File: config.mk
export PLATFORM = sky130hd
export DESIGN_NAME = dasr_top
export DESIGN_NICKNAME = d
export VERILOG_FILES = /design/src/rtl/dasr_pkg.sv /design/src/rtl/dasr_top.sv
export SDC_FILE = /design/constraint.sdc
export NUM_CORES = 1
export LEC_CHECK = 0
export BUFFER_PORTS_ARGS = -buffer_cell sky130_fd_sc_hd__buf_4
export CAP_MARGIN = 20
export CORE_MARGIN = 5
export CORE_UTILIZATION = 51
export CTS_BUF_LIST = sky130_fd_sc_hd__clkbuf_2 sky130_fd_sc_hd__clkbuf_4 sky130_fd_sc_hd__clkbuf_8
export DETAILED_ROUTE_END_ITERATION = 7
export HOLD_SLACK_MARGIN = 0.03
export PLACE_DENSITY = 0.73
export SYNTH_ARGS = -nofsm -noshare
export SYNTH_HDL_FRONTEND = slang
export SYNTH_SLANG_ARGS = --single-unit
File: constraint.sdc
create_clock -name clk -period 2.3 [get_ports clk]
set_clock_uncertainty 0.2 [all_clocks]
set_input_delay 0.23 -clock clk [delete_from_list [all_inputs] [get_ports clk]]
set_output_delay 0.23 -clock clk [all_outputs]
set_load 0.03 [all_outputs]
File: src/rtl/dasr_pkg.sv
package dasr_pkg;

  // Sequence stack geometry
  localparam int DASR_ENTRIES = 4;
  localparam int DASR_IDX_W = 2;
  localparam int DASR_WORD_W = 16;
  localparam int DASR_STORE_W = 9;

  // Entry word field positions
  localparam int DASR_DIR_BIT = 15;
  localparam int DASR_ADDR_MSB = 14;
  localparam int DASR_ADDR_LSB = 9;
  localparam int DASR_RET_BIT = 8;
  localparam int DASR_CHB_MSB = 7;
  localparam int DASR_CHB_LSB = 4;
  localparam int DASR_CHA_MSB = 3;
  localparam int DASR_CHA_LSB = 0;

  // Register addresses
  localparam logic [5:0] DASR_ADDR_ENTRY0 = 6'h20;
  localparam logic [5:0] DASR_ADDR_ENTRY1 = 6'h21;
  localparam logic [5:0] DASR_ADDR_ENTRY2 = 6'h22;
  localparam logic [5:0] DASR_ADDR_ENTRY3 = 6'h23;

  // Reset words, index is the entry number
  localparam logic [15:0] DASR_RST_ENTRY0 = 16'h4000;
  localparam logic [15:0] DASR_RST_ENTRY1 = 16'h4211;
  localparam logic [15:0] DASR_RST_ENTRY2 = 16'h4422;
  localparam logic [15:0] DASR_RST_ENTRY3 = 16'h4633;

  // Read data for an unmapped address
  localparam logic [15:0] DASR_RDATA_NONE = 16'h0000;

endpackage

File: src/rtl/dasr_top.sv
// Strobed register access is this design's own decision.
`timescale 1ns/1ps

// Functional notes
// (RULE_01) Bit 15 of a word selects direction: 0 read, 1 write.
// (RULE_02) Bits 14..9 carry the six-bit address of the target register.
// (RULE_03) Return flag clear: advance to next entry when conversion completes.
// (RULE_04) Return flag set: go back to first entry when conversion completes.
// (RULE_05) Bits 7..4 choose the channel converter B samples for the entry.
// (RULE_06) Bits 3..0 choose the channel converter A samples for the entry.
// (RULE_07) Entry one sits at 0x21 and resets to 0x4211.
// (RULE_08) Entry two sits at 0x22 and resets to 0x4422.
// (RULE_09) Entry three sits at 0x23 and resets to 0x4633.
// (RULE_10) First entry sits at 0x20, same layout, resets to 0x4000.
// (RULE_11) Entries run in ascending order, starting at the first after reset.
module dasr_top
  import dasr_pkg::*;
(
  input wire logic clk,
  input wire logic rst_b,
  input wire logic [5:0] reg_addr,
  input wire logic [15:0] reg_wdata,
  input wire logic reg_wr,
  input wire logic reg_rd,
  output logic [15:0] reg_rdata,
  input wire logic conv_done,
  output logic [1:0] entry_index,
  output logic stack_return_flag,
  output logic [3:0] converter_a_channel,
  output logic [3:0] converter_b_channel
);

  localparam logic [5:0] ADDR_TAB [DASR_ENTRIES] = '{
    DASR_ADDR_ENTRY0, DASR_ADDR_ENTRY1, DASR_ADDR_ENTRY2, DASR_ADDR_ENTRY3
  };
  localparam logic [15:0] RST_TAB [DASR_ENTRIES] = '{
    DASR_RST_ENTRY0, DASR_RST_ENTRY1, DASR_RST_ENTRY2, DASR_RST_ENTRY3
  };

  logic [8:0] entry_q [DASR_ENTRIES];
  logic [8:0] next_entry [DASR_ENTRIES];
  logic [DASR_ENTRIES-1:0] addr_hit;
  logic wr_ok;
  logic [1:0] hit_idx;
  logic [15:0] next_rdata;
  logic [1:0] next_index;
  logic next_return;
  logic [3:0] next_cha;
  logic [3:0] next_chb;

  // Only a write word that names its own register is stored
  always_comb begin
    wr_ok = reg_wr && reg_wdata[DASR_DIR_BIT] && // RULE_01
      (reg_wdata[DASR_ADDR_MSB:DASR_ADDR_LSB] == reg_addr); // RULE_02
  end

  genvar gi;
  generate
    for (gi = 0; gi < DASR_ENTRIES; gi++) begin : g_entry
      always_comb begin
        addr_hit[gi] = (reg_addr == ADDR_TAB[gi]); // RULE_07 RULE_08
        if (wr_ok && addr_hit[gi]) begin
          next_entry[gi] = reg_wdata[DASR_RET_BIT:0]; // RULE_05 RULE_06
        end else begin
          next_entry[gi] = entry_q[gi];
        end
      end

      always_ff @(posedge clk or negedge rst_b) begin
        if (!rst_b) begin
          entry_q[gi] <= RST_TAB[gi][DASR_RET_BIT:0]; // RULE_09 RULE_10
        end else begin
          entry_q[gi] <= next_entry[gi];
        end
      end
    end
  endgenerate

  // Read path: direction bit reads 0, address field shows the register
  always_comb begin
    hit_idx = 2'h0;
    for (int i = 0; i < DASR_ENTRIES; i++) begin
      if (addr_hit[i]) begin
        hit_idx = 2'(i);
      end
    end
    next_rdata = DASR_RDATA_NONE;
    if (reg_rd && (|addr_hit)) begin
      next_rdata = {1'b0, reg_addr, entry_q[hit_idx]}; // RULE_01 RULE_02
    end
  end

  always_ff @(posedge clk or negedge rst_b) begin
    if (!rst_b) begin
      reg_rdata <= DASR_RDATA_NONE;
    end else begin
      reg_rdata <= next_rdata;
    end
  end

  // Sequencer: the index wraps from the last entry back to the first
  always_comb begin
    next_index = entry_index;
    if (conv_done) begin
      if (entry_q[entry_index][DASR_RET_BIT]) begin
        next_index = 2'h0; // RULE_04
      end else begin
        next_index = 2'(entry_index + 2'h1); // RULE_03 RULE_11
      end
    end
    next_return = next_entry[next_index][DASR_RET_BIT];
    next_chb = next_entry[next_index][DASR_CHB_MSB:DASR_CHB_LSB]; // RULE_05
    next_cha = next_entry[next_index][DASR_CHA_MSB:DASR_CHA_LSB]; // RULE_06
  end

  always_ff @(posedge clk or negedge rst_b) begin
    if (!rst_b) begin
      entry_index <= 2'h0; // RULE_11
      stack_return_flag <= DASR_RST_ENTRY0[DASR_RET_BIT];
      converter_b_channel <= DASR_RST_ENTRY0[DASR_CHB_MSB:DASR_CHB_LSB];
      converter_a_channel <= DASR_RST_ENTRY0[DASR_CHA_MSB:DASR_CHA_LSB];
    end else begin
      entry_index <= next_index;
      stack_return_flag <= next_return;
      converter_b_channel <= next_chb;
      converter_a_channel <= next_cha;
    end
  end

  // Checks
  logic after_rst;
  logic [35:0] entry_flat;

  always_ff @(posedge clk or negedge rst_b) begin
    if (!rst_b) begin
      after_rst <= 1'b0;
    end else begin
      after_rst <= 1'b1;
    end
  end

  always_comb begin
    entry_flat = {entry_q[3], entry_q[2], entry_q[1], entry_q[0]};
  end
endmodule

==> results of run 1 <==
[worst max path at each step]
| stage | startpoint | end | slack [ns] | cells after the start |
|---|---|---|---|---|
| after floorplan | entry_index[1]$_DFF_PN0_ | converter_a_channel[0]$_DFF_PN0_ | 0.18 | 8 |
| after global placement | reg_addr[2] | reg_rdata[6]$_DFF_PN0_ | 0.16 | 7 |
| after detailed placement | reg_addr[2] | converter_b_channel[1]$_DFF_PN0_ | 0.14 | 7 |
| after CTS | entry_flat[17]$_DFF_PN0_ | converter_a_channel[3]$_DFF_PN0_ | 0.16 | 6 |
| after global routing | entry_flat[17]$_DFF_PN0_ | converter_a_channel[0]$_DFF_PN0_ | 0.02 | 6 |
| final | reg_addr[1] | converter_a_channel[3]$_DFF_PN0_ | 0.13 | 7 |
[cell families after synthesis]
group	after synthesis
flops	62
xor+xnor	4
simple gates	59
compound gates	81
mux	45
buf+inv	34
other cells	1
[worst max-delay path, cell delays in order]
cell and delay, ns:
dlygate4sd3_1 0.54, buf_4 0.15, nor2_1 0.22, and4_4 0.38
a21o_1 0.42, o2111ai_1 0.17, nand4_1 0.12
[sequential cells by signal, summed over array words and instances (netlist names)]
signal	flops
entry_index	2
converter_b_channel	4
converter_a_channel	4
entry_flat	36
reg_rdata	15
stack_return_flag	1
[cell type report]
class	count	area, sq um	share of cell area
tap	80	100	0.0227
clock buffer	9	124	0.0281
multi-input combinational	193	1810	0.411
clock inverter	7	72.6	0.0165
timing repair buffer	87	686	0.156
sequential	62	1560	0.355
inverter	14	52.6	0.0119
[layout by cell type, fill, tap and decap left out, types with 3 or more instances in the layout]
cell type / netlist / final
a32oi_1: 8 / 8
dlygate4sd3_1: 0 / 13
a21o_1: 10 / 10
nand2b_1: 4 / 4
conb_1: 1 / 4
mux4_2: 9 / 9
buf_4: 3 / 74
nand2_1: 5 / 5
a21oi_1: 3 / 3
a211o_1: 24 / 24
mux2_2: 22 / 22
mux2_4: 9 / 9
mux2_1: 5 / 5
dfrtp_1: 54 / 54
o2111ai_1: 8 / 8
o211ai_1: 17 / 17
inv_1: 13 / 13
nand4_1: 9 / 9
clkbuf_8: 0 / 9
and2_1: 21 / 21
dfstp_2: 8 / 8
[timing repair]
action,in CTS,in global routing
endpoints found under the hold margin,99,0
hold buffers,13,0
setup endpoints to repair,0,0
[power breakdown]
group          internal [W]  switching (W)  total (W)  leakage [nW]
Clock              0.000501       0.000468   0.000969        0.0956
Combinational      0.000114       0.000170   0.000284          1.15
Sequential          0.00111     0.00000816    0.00111         0.820
Total               0.00172       0.000647    0.00237          2.07
[per-stage QoR]
stage / std cells / worst slack [ns] / power [W] / hold WS, ns
after CTS: 452 / 0.160 / 0.00238 / 0.181
after detailed placement: 423 / 0.141 / 0.00140 / 0.164
after global placement: 423 / 0.163 / 0.00140 / 0.152
final: 452 / 0.128 / 0.00237 / 0.194
after global routing: 452 / 0.0156 / 0.00246 / 0.192
after floorplan: 289 / 0.178 / 0.00127 / -0.266
[routing by layer]
layer / part of all wire / routed length, microns
met5: 0 / 0
met4: 0.020 / 174
met3: 0.044 / 392
met2: 0.49 / 4340
met1: 0.44 / 3940
==> results.md, run 1 <==
- Row count: 30
- Gr ovfl total: 0
- Dpl hpwl: 5910 microns
- Status: completed
- Final wirelength: 8850 microns
- Number of post-CTS setup repair buffers: 0
- Post-synth EDFFs: 0
- Final Hold Vio Count: 0
- Clk buf depth: 2
- Most frequent cells after synthesis: 54 x dfrtp_1, 24 x a211o_1, 22 x mux2_2
- Final Max Tran Viols: 0
- Area leader, netlist: dfrtp_1
- Grt met1 use: 0.299
- H-tree Lvls: 3
- ANT cells: 0
- CP Launch Type: input port
- Setup_tns: 0 ns
- #FFs+latches synth: 62
- Via Count: 2754
- Core area: 0.00676 sq mm
- Port Buffers: 52
- Post-synth top flop: dfrtp_1
- # setup viols final: 0
- Synth Area in Simple Gates: 0.127
- Fraction of synthesized cell area taken by the top area cell type: 0.383
- Max_slew headroom: 0.489
- Leakage power: 2.07 nW
- Remaining antenna violation count: 0
- Power per cell area: 538 mW/mm^2
- First-pass GRT wire length: 14800 microns
- Post-CTS Resized: 0
- Mean Syn Cell Area: 12.3 sq um
- Crit. End Element: flip-flop
- Finished Core Util: 0.652
- Gr busiest metal: met2
- Synth warnings: 0
- Period utilisation layout: 0.944
- Mapped Cells: 286
- Wire per inst: 19.6 microns
- Adder-Cell Fraction of Synth Area: 0
- Worst Tran Pin Value: 0.766 ns
- Total CTS buffers: 9
- First-iteration detailed-routing DRC count: 210
- Fmax: 0.460 GHz
- Most common cell in the netlist: dfrtp_1
- Share of cells above drive strength 1: 0.409
- Layout area overhead: 24.9%
- Largest family of logic cells by synthesized area: compound AO/OA/AOI/OAI gates
- Req. time, crit path: 2.38 ns
- Worst-path maximum fanout: 12
- Die area: 0.00868 sq mm
- Distinct cells, synth: 51
- Vias in the first global route: 2835
- GR Util met3: 0.0467
- Crit Path Class: in -> reg
- Reg2reg end: converter_a_channel[1]$_DFF_PN0_
- Clock Latency Late Sink: 0.35 ns
- Mapped cell area: 0.00353 sq mm
- RSZ-0062 raised after global routing: false
- Max_cap viols: 0
- NumNets Final: 394
- Compound-cell area share of the yosys netlist: 0.188
- Final Cell Area: 0.00440 sq mm
- Largest net degree at the start of global routing: 63
- Dpl cell area: 0.00408 sq mm
- Hold Startpoint: reg_addr[3]
- Worst reg2reg startpoint: entry_flat[17]$_DFF_PN0_
- FILL cells: 536
- Total track usage: 0.222
- M2 GR Usage: 0.353
- R2R setup slack: 0.15 ns
- Period minus WS final: 2.17 ns
- Ys async rst share: 1.00
- HP Class: in -> reg
- XOR/XNOR Fraction of Synth Area: 0.0121
- Worst hold endpoint: reg_rdata[10]$_DFF_PN0_
- Root Buffer: clkbuf_8
- Register area share after synthesis: 0.443
- Crit path DAT: 2.25 ns
- Mux share of post-synthesis cell area: 0.182
- Height of the die: 93.2 microns
- VDD IR max: 0.310 mV
- Vias/cell: 6.09
- Clock sinks: 62
- CTS tree: yes
- TritonRoute pass-1 iters: 4
- Drt drc: 0
- RePlAce Congestion: 0.873
- Starting Density: 0.522
- Worst Reg-to-Reg Cells: 6
- Initial antenna violation count: 0
- Top-Level Pins: 54
- Ranking of synthesized cells by area: dfrtp_1 38%, mux2_2 7.0%, dfstp_2 6.0%
- Worst-path clk slew: 0.08 ns
- Worst hold stages: 4
- Die Width: 93.2 microns
Note: power is estimated with default switching activity, not from simulation.
==> run 2: changes to the inputs <==
--- a/config.mk
+++ b/config.mk
@@ -5,6 +5,7 @@
 export SDC_FILE = /design/constraint.sdc
 export NUM_CORES = 1
 export LEC_CHECK = 0
+export ABC_AREA = 1
 export BUFFER_PORTS_ARGS = -buffer_cell sky130_fd_sc_hd__buf_4
 export CAP_MARGIN = 20
 export CORE_MARGIN = 5
@@ -12,7 +13,7 @@
 export CTS_BUF_LIST = sky130_fd_sc_hd__clkbuf_2 sky130_fd_sc_hd__clkbuf_4 sky130_fd_sc_hd__clkbuf_8
 export DETAILED_ROUTE_END_ITERATION = 7
 export HOLD_SLACK_MARGIN = 0.03
-export PLACE_DENSITY = 0.73
+export PLACE_DENSITY = 0.74
 export SYNTH_ARGS = -nofsm -noshare
 export SYNTH_HDL_FRONTEND = slang
 export SYNTH_SLANG_ARGS = --single-unit
==> results.md, run 2 <==
- Status: completed
- Starting Density: 0.523 (+0.00135)
- Power per cell area: 829 mW/mm^2 (+54%)
- RSZ-0062 raised after global routing: true
- Most common cell after layout, fill and taps aside: nand2_1
- Synth warnings: 0 (unchanged)
- Register area share after synthesis: 0.507 (+0.0642)
- Mapped cell area: 0.00308 sq mm (-13%)
- Crit. End Element: flip-flop
- Die area: 0.00769 sq mm (-11%)
- Clock Latency Late Sink: 0.34 ns (about the same)
- # setup viols final: 0 (unchanged)
- Height of the die: 87.7 microns (-5.8%)
- Gr ovfl total: 0 (unchanged)
- Largest net degree at the start of global routing: 63 (unchanged)
- R2R setup slack: 0.36 ns (+0.21 ns)
- RePlAce Congestion: 0.879 (+0.70%)
- Post-CTS Resized: 0 (unchanged)
- Root Buffer: clkbuf_8
- Worst hold endpoint: reg_rdata[7]$_DFF_PN0_
- Layout area overhead: 26.0%
- Worst Reg-to-Reg Cells: 10 (+4)
- Final Max Tran Viols: 0 (unchanged)
- Number of post-CTS setup repair buffers: 0 (unchanged)
- Most common cell in the netlist: nand2_1
- Ys async rst share: 1.00 (unchanged)
- Row count: 28 (-6.7%)
- Max_slew headroom: 0.489 (-0.000631)
- Crit Path Class: in -> reg
- Period minus WS final: 2.16 ns (-0.00844 ns)
- Period utilisation layout: 0.941 (-0.00367)
- Initial antenna violation count: 0 (unchanged)
- Total CTS buffers: 9 (unchanged)
- Req. time, crit path: 2.33 ns (-0.05 ns)
- Leakage power: 2.17 nW (+5.3%)
- FILL cells: 498 (-7.1%)
- Crit path DAT: 2.19 ns (-0.06 ns)
- CP Launch Type: input port
- Share of cells above drive strength 1: 0.230 (-0.179)
- Max FFs per register: 36 (unchanged)
- Worst reg2reg startpoint: entry_index[0]$_DFF_PN0_
- Worst setup path start: reg_addr[1]
- Worst-path maximum fanout: 9 (-3)
- Most frequent cells in the layout: 105 x nand2_1, 94 x nand3_1, 58 x buf_4, 54 x dfrtp_1, 28 x nor2_1
- Wire per inst: 15.0 microns (-23%)
- Reg2reg end: converter_a_channel[1]$_DFF_PN0_
- Max_cap viols: 0 (unchanged)
- First-pass GRT wire length: 13400 microns (-9.9%)
- Worst hold stages: 5 (+1)
- Dpl hpwl: 5210 microns (-12%)
- Mapped Cells: 387 (+35%)
- Clk buf depth: 2 (unchanged)
- Top-Level Pins: 54 (unchanged)
- Remaining antenna violation count: 0 (unchanged)
- Drt drc: 0 (unchanged)
- First-iteration detailed-routing DRC count: 212 (+0.95%)
- Worst Tran Pin Value: 0.767 ns (+0.000946 ns)
- Vias in the first global route: 2949 (+4.0%)
- TritonRoute pass-1 iters: 5 (+1)
- WHS: 0.266 ns (+0.0721 ns)
- Port Buffers: 52 (unchanged)
- Vias/cell: 5.42 (-11%)
- Post-synth EDFFs: 0 (unchanged)
- Via Count: 2932 (+6.5%)
- H-tree Lvls: 3 (unchanged)
- Hold Startpoint: reg_addr[0]
- Mean Syn Cell Area: 7.96 sq um (-35%)
- Die Width: 87.7 microns (-5.8%)
- ANT cells: 0 (unchanged)
- Total track usage: 0.226 (+0.00467)
- Core area: 0.00589 sq mm (-13%)
- Distinct cells, synth: 23 (-55%)
- NumNets Final: 488 (+24%)
- Fraction of synthesized cell area taken by the top area cell type: 0.439 (+0.0556)
- Ranking of synthesized cells by area: dfrtp_1 44%, nand3_1 15%, nand2_1 13%
- Final Cell Area: 0.00388 sq mm (-12%)
- Area leader, netlist: dfrtp_1
- VDD IR max: 0.605 mV (+95%)
- #FFs+latches synth: 62 (unchanged)
- CTS tree: yes
- Most frequent cells after synthesis: 105 x nand2_1, 94 x nand3_1, 54 x dfrtp_1
- Post-synth top flop: dfrtp_1
- Final Hold Vio Count: 0 (unchanged)
- Dpl cell area: 0.00356 sq mm (-13%)
- Worst-path clk slew: 0.07 ns (about the same)
- Final wirelength: 8110 microns (-8.3%)
- Clock sinks: 62 (unchanged)
- HP Class: in -> reg
- Fmax: 0.462 GHz (+0.39%)
[run 2: worst max-delay path by stage]
stage	endpoint
2_1_floorplan	converter_b_channel[3]$_DFF_PN0_
3_3_place_gp	converter_a_channel[0]$_DFF_PN0_
3_5_place_dp	converter_a_channel[1]$_DFF_PN0_
4_1_cts	converter_a_channel[3]$_DFF_PN0_
5_1_grt	stack_return_flag$_DFF_PN0_
6_report	converter_a_channel[2]$_DFF_PN0_
[run 2: kinds of logic (layout without fill, tap and decap cells)]
group           count (synthesis)  after routing  share of synthesized area
buf+inv                        43            118                     0.0646
compound gates                 37             37                     0.0601
xor+xnor                        1              1                    0.00284
simple gates                  243            244                      0.364
flops                          62             62                      0.507
other cells                     1              4                    0.00122
[run 2: cell type report]
cell class                      count  area [sq um]  area share
Clock buffer                       13           173      0.0445
Tap cell                           75          93.8      0.0242
Multi-Input combinational cell    286          1340       0.346
Inverter                           31           116      0.0300
Timing Repair Buffer               71           576       0.148
Clock inverter                      3          17.5     0.00451
Sequential cell                    62          1560       0.402
[run 2: critical path, cell delays in order]
cell           delay, ns
dlygate4sd3_1       0.56
buf_4               0.18
nand2_1             0.07
nand2_1             0.05
nor2_1              0.11
nand2_2             0.16
inv_2               0.14
nand3_2             0.27
nand2_1             0.20
nand3_1             0.08
nand3_1             0.08
nand2_1             0.05
[run 2: metrics by stage]
step	setup WS [ns]	cells	setup TNS [ns]	total power [W]	utilization
detailed placement	0.221	512	0	0.00231	0.605
global route	-0.00775	541	-0.00775	0.00340	0.659
finish	0.137	541	0	0.00322	0.659
global placement	0.295	512	0	0.00229	0.605
CTS	0.244	540	0	0.00322	0.657
floorplan	0.407	390	0	0.00194	-
[run 2: where the power goes]
| group | internal [W] | switching [W] | leakage, nW |
|---|---|---|---|
| sequential | 0.00118 | 0.0000407 | 0.817 |
| clock | 0.000488 | 0.000411 | 0.0988 |
| combinational | 0.000393 | 0.000703 | 1.26 |
| total | 0.00206 | 0.00115 | 2.17 |
[run 2: repair_timing]
item | in CTS | in global routing
setup endpoints to repair | 0 | 4
hold buffers | 12 | 0
endpoints found under the hold margin | 92 | 0
[run 2: metal layers]
metal	wire length [microns]	vias to the layer above	track usage	share of wire
li1	-	1415	-	-
met1	3210	1346	0.275	0.40
met2	3940	149	0.372	0.49
met3	766	22	0.0583	0.094
met4	193	0	0.114	0.024
met5	0	-	0	0
==> run 3: changes to the inputs <==
--- a/config.mk
+++ b/config.mk
@@ -6,7 +6,7 @@
 export NUM_CORES = 1
 export LEC_CHECK = 0
 export ABC_AREA = 1
-export BUFFER_PORTS_ARGS = -buffer_cell sky130_fd_sc_hd__buf_4
+export BUFFER_PORTS_ARGS = -buffer_cell sky130_fd_sc_hd__buf_2
 export CAP_MARGIN = 20
 export CORE_MARGIN = 5
 export CORE_UTILIZATION = 51
==> results.md, run 3 (synthesis gave the netlist of run 2 again) <==
- Max FFs per register: 36 (unchanged)
- R2R setup slack: 0.36 ns (about the same)
- Fmax: 0.461 GHz (-0.39%)
- Final Hold Vio Count: 0 (unchanged)
- Logic gate share of total power: 0.326 (-0.015)
- Worst reg2reg startpoint: entry_index[0]$_DFF_PN0_
- Core area: 0.00589 sq mm (unchanged)
- Final Total Pwr: 0.00324 W (+0.90%)
- CP peak stage delay: 0.54 ns (-0.02 ns)
- Vias in the first global route: 2843 (-3.6%)
- NumNets Final: 494 (+1.2%)
- Root Buffer: clkbuf_8
- Int Power: 0.00209 W (+1.2%)
- RePlAce Congestion: 0.854 (-2.9%)
- Dpl hpwl: 5200 microns (-0.18%)
- Part of the power in the clock network: 0.298 (+0.019)
- Period minus WS final: 2.17 ns (+0.00836 ns)
- Max_cap viols: 0 (unchanged)
- Height of the die: 87.7 microns (unchanged)
- Die Width: 87.7 microns (unchanged)
- Layout area overhead: 25.1%
- Wire per inst: 14.9 microns (-0.74%)
- Starting Density: 0.523 (unchanged)
- Status: completed
- Crit path DAT: 2.25 ns (+0.06 ns)
- CP max-delay cell: dlygate4sd3_1
- First-pass GRT wire length: 13100 microns (-1.9%)
- Crit. End Element: flip-flop
- Delay-heaviest family, CP: simple AND/OR/NAND/NOR gates
- Final Cell Area: 0.00385 sq mm (-0.71%)
- First-iteration detailed-routing DRC count: 215 (+1.4%)
- Crit Path Class: in -> reg
- Switching share of power: 0.357 (-0.00223)
- Finished Core Util: 0.655 (-0.00468)
- Max_slew headroom: 0.576 (+0.0873)
- Req. time, crit path: 2.37 ns (+0.04 ns)
- Power per cell area: 842 mW/mm^2 (+1.6%)
- ANT cells: 0 (unchanged)
- Initial antenna violation count: 0 (unchanged)
- Clock sinks: 62 (unchanged)
- Die area: 0.00769 sq mm (unchanged)
- Total track usage: 0.224 (-0.00193)
- Final wirelength: 8140 microns (+0.36%)
- Via Count: 2959 (+0.92%)
- Largest net degree at the start of global routing: 37 (-41%)
- Vias/cell: 5.41 (-0.19%)
- Flop pwr share: 0.377 (-0.003)
- Leakage power: 2.19 nW (+0.55%)
- Most common cell after layout, fill and taps aside: nand2_1
- Row count: 28 (unchanged)
- Most frequent cells in the layout: 105 x nand2_1, 93 x nand3_1, 54 x dfrtp_1, 52 x buf_2, 27 x nor2_1
- Final Max Tran Viols: 0 (unchanged)
- Remaining antenna violation count: 0 (unchanged)
- CP most frequent cell: nand3_1
- Clock Latency Late Sink: 0.34 ns (about the same)
- Reg2reg end: converter_a_channel[3]$_DFF_PN0_
- Period utilisation layout: 0.944 (+0.00364)
- Sw power: 0.00116 W (+0.27%)
- Clk buf depth: 2 (unchanged)
- Drt drc: 0 (unchanged)
- Buffers and inverters on the worst path: 3 (unchanged)
- Total CTS buffers: 9 (unchanged)
- Dpl cell area: 0.00344 sq mm (-3.2%)
- Port Buffers: 52 (unchanged)
- CP Launch Type: input port
- VDD IR max: 0.566 mV (-6.5%)
- # setup viols final: 0 (unchanged)
- Worst-path maximum fanout: 9 (unchanged)
- H-tree Lvls: 3 (unchanged)
- CTS tree: yes
- Worst setup path start: reg_addr[0]
- Worst path cell trace: dlygate4sd3_1, buf_2, inv_1, nor2_1, nor2_1, nand3_2, nor2_4, nand3_1, nand3_1, nand3_1, nand2_1
- Share of cells above drive strength 1: 0.244 (+0.0140)
- Gr ovfl total: 0 (unchanged)
- Worst-path clk slew: 0.06 ns (about the same)
- Worst Reg-to-Reg Cells: 10 (unchanged)
- Worst Tran Pin Value: 0.636 ns (-0.131 ns)
- HP Class: in -> async
- Top-Level Pins: 54 (unchanged)
- TritonRoute pass-1 iters: 5 (unchanged)
run 3: metrics by stage:
step | setup TNS [ns] | std cells | hold slack [ns] | setup WS, ns
floorplan | 0 | 390 | -0.266 | 0.407
CTS | 0 | 542 | 0.257 | 0.0377
global placement | 0 | 514 | 0.0782 | 0.310
global route | -0.0566 | 547 | 0.300 | -0.0228
detailed placement | 0 | 514 | 0.0866 | 0.255
finish | 0 | 547 | 0.247 | 0.128
run 3: worst reg2reg max path: stages, from the launching register on:
cell,delay [ns]
dfrtp_1,0.42
inv_1,0.09
nand2_1,0.05
nand3_1,0.06
nand3_1,0.12
nand3_2,0.09
clkinv_1,0.27
buf_4,0.30
nand3_1,0.10
nand3_1,0.09
nand2_1,0.08
run 3: area by class of cell:
class / count / area (sq um)
sequential: 62 / 1560
clock buffer: 12 / 159
clock inverter: 4 / 45.0
multi-input combinational: 287 / 1390
timing repair buffer: 76 / 483
fill: 500 / 2030
tap: 75 / 93.8
inverter: 31 / 121
run 3: how the worst max path moves through the flow:
stage | to | depth (start not counted)
floorplan | converter_b_channel[3]$_DFF_PN0_ | 10
global placement | converter_a_channel[0]$_DFF_PN0_ | 11
detailed placement | converter_a_channel[3]$_DFF_PN0_ | 11
CTS | converter_b_channel[2]$_DFF_PN0_ | 12
global route | converter_b_channel[0]$_DFF_PN0_ | 12
finish | converter_b_channel[0]$_DFF_PN0_ | 11
run 3: power by group through the flow:
stage	Combinational (W)	Clock (W)	Sequential, W
final	0.00106	0.000966	0.00122
after global routing	0.00114	0.00103	0.00123
after CTS	0.00104	0.000990	0.00122
after detailed placement	0.00102	0	0.00124
after global placement	0.00100	0	0.00124
after floorplan	0.000533	0	0.00140
run 3: what timing repair did:
| item | in CTS | in global routing |
|---|---|---|
| hold buffers | 12 | 0 |
| endpoints found under the hold margin | 63 | 0 |
| setup buffers | 0 | 3 |
| setup endpoints to repair | 0 | 11 |
| gates resized for setup | 0 | 8 |
run 3: routing by layer:
layer / vias to the layer above / global-route usage / share of wire
li1: 1431 / - / -
met1: 1362 / 0.294 / 0.40
met2: 144 / 0.359 / 0.48
met3: 22 / 0.0367 / 0.087
met4: 0 / 0.116 / 0.029
met5: - / 0 / 0
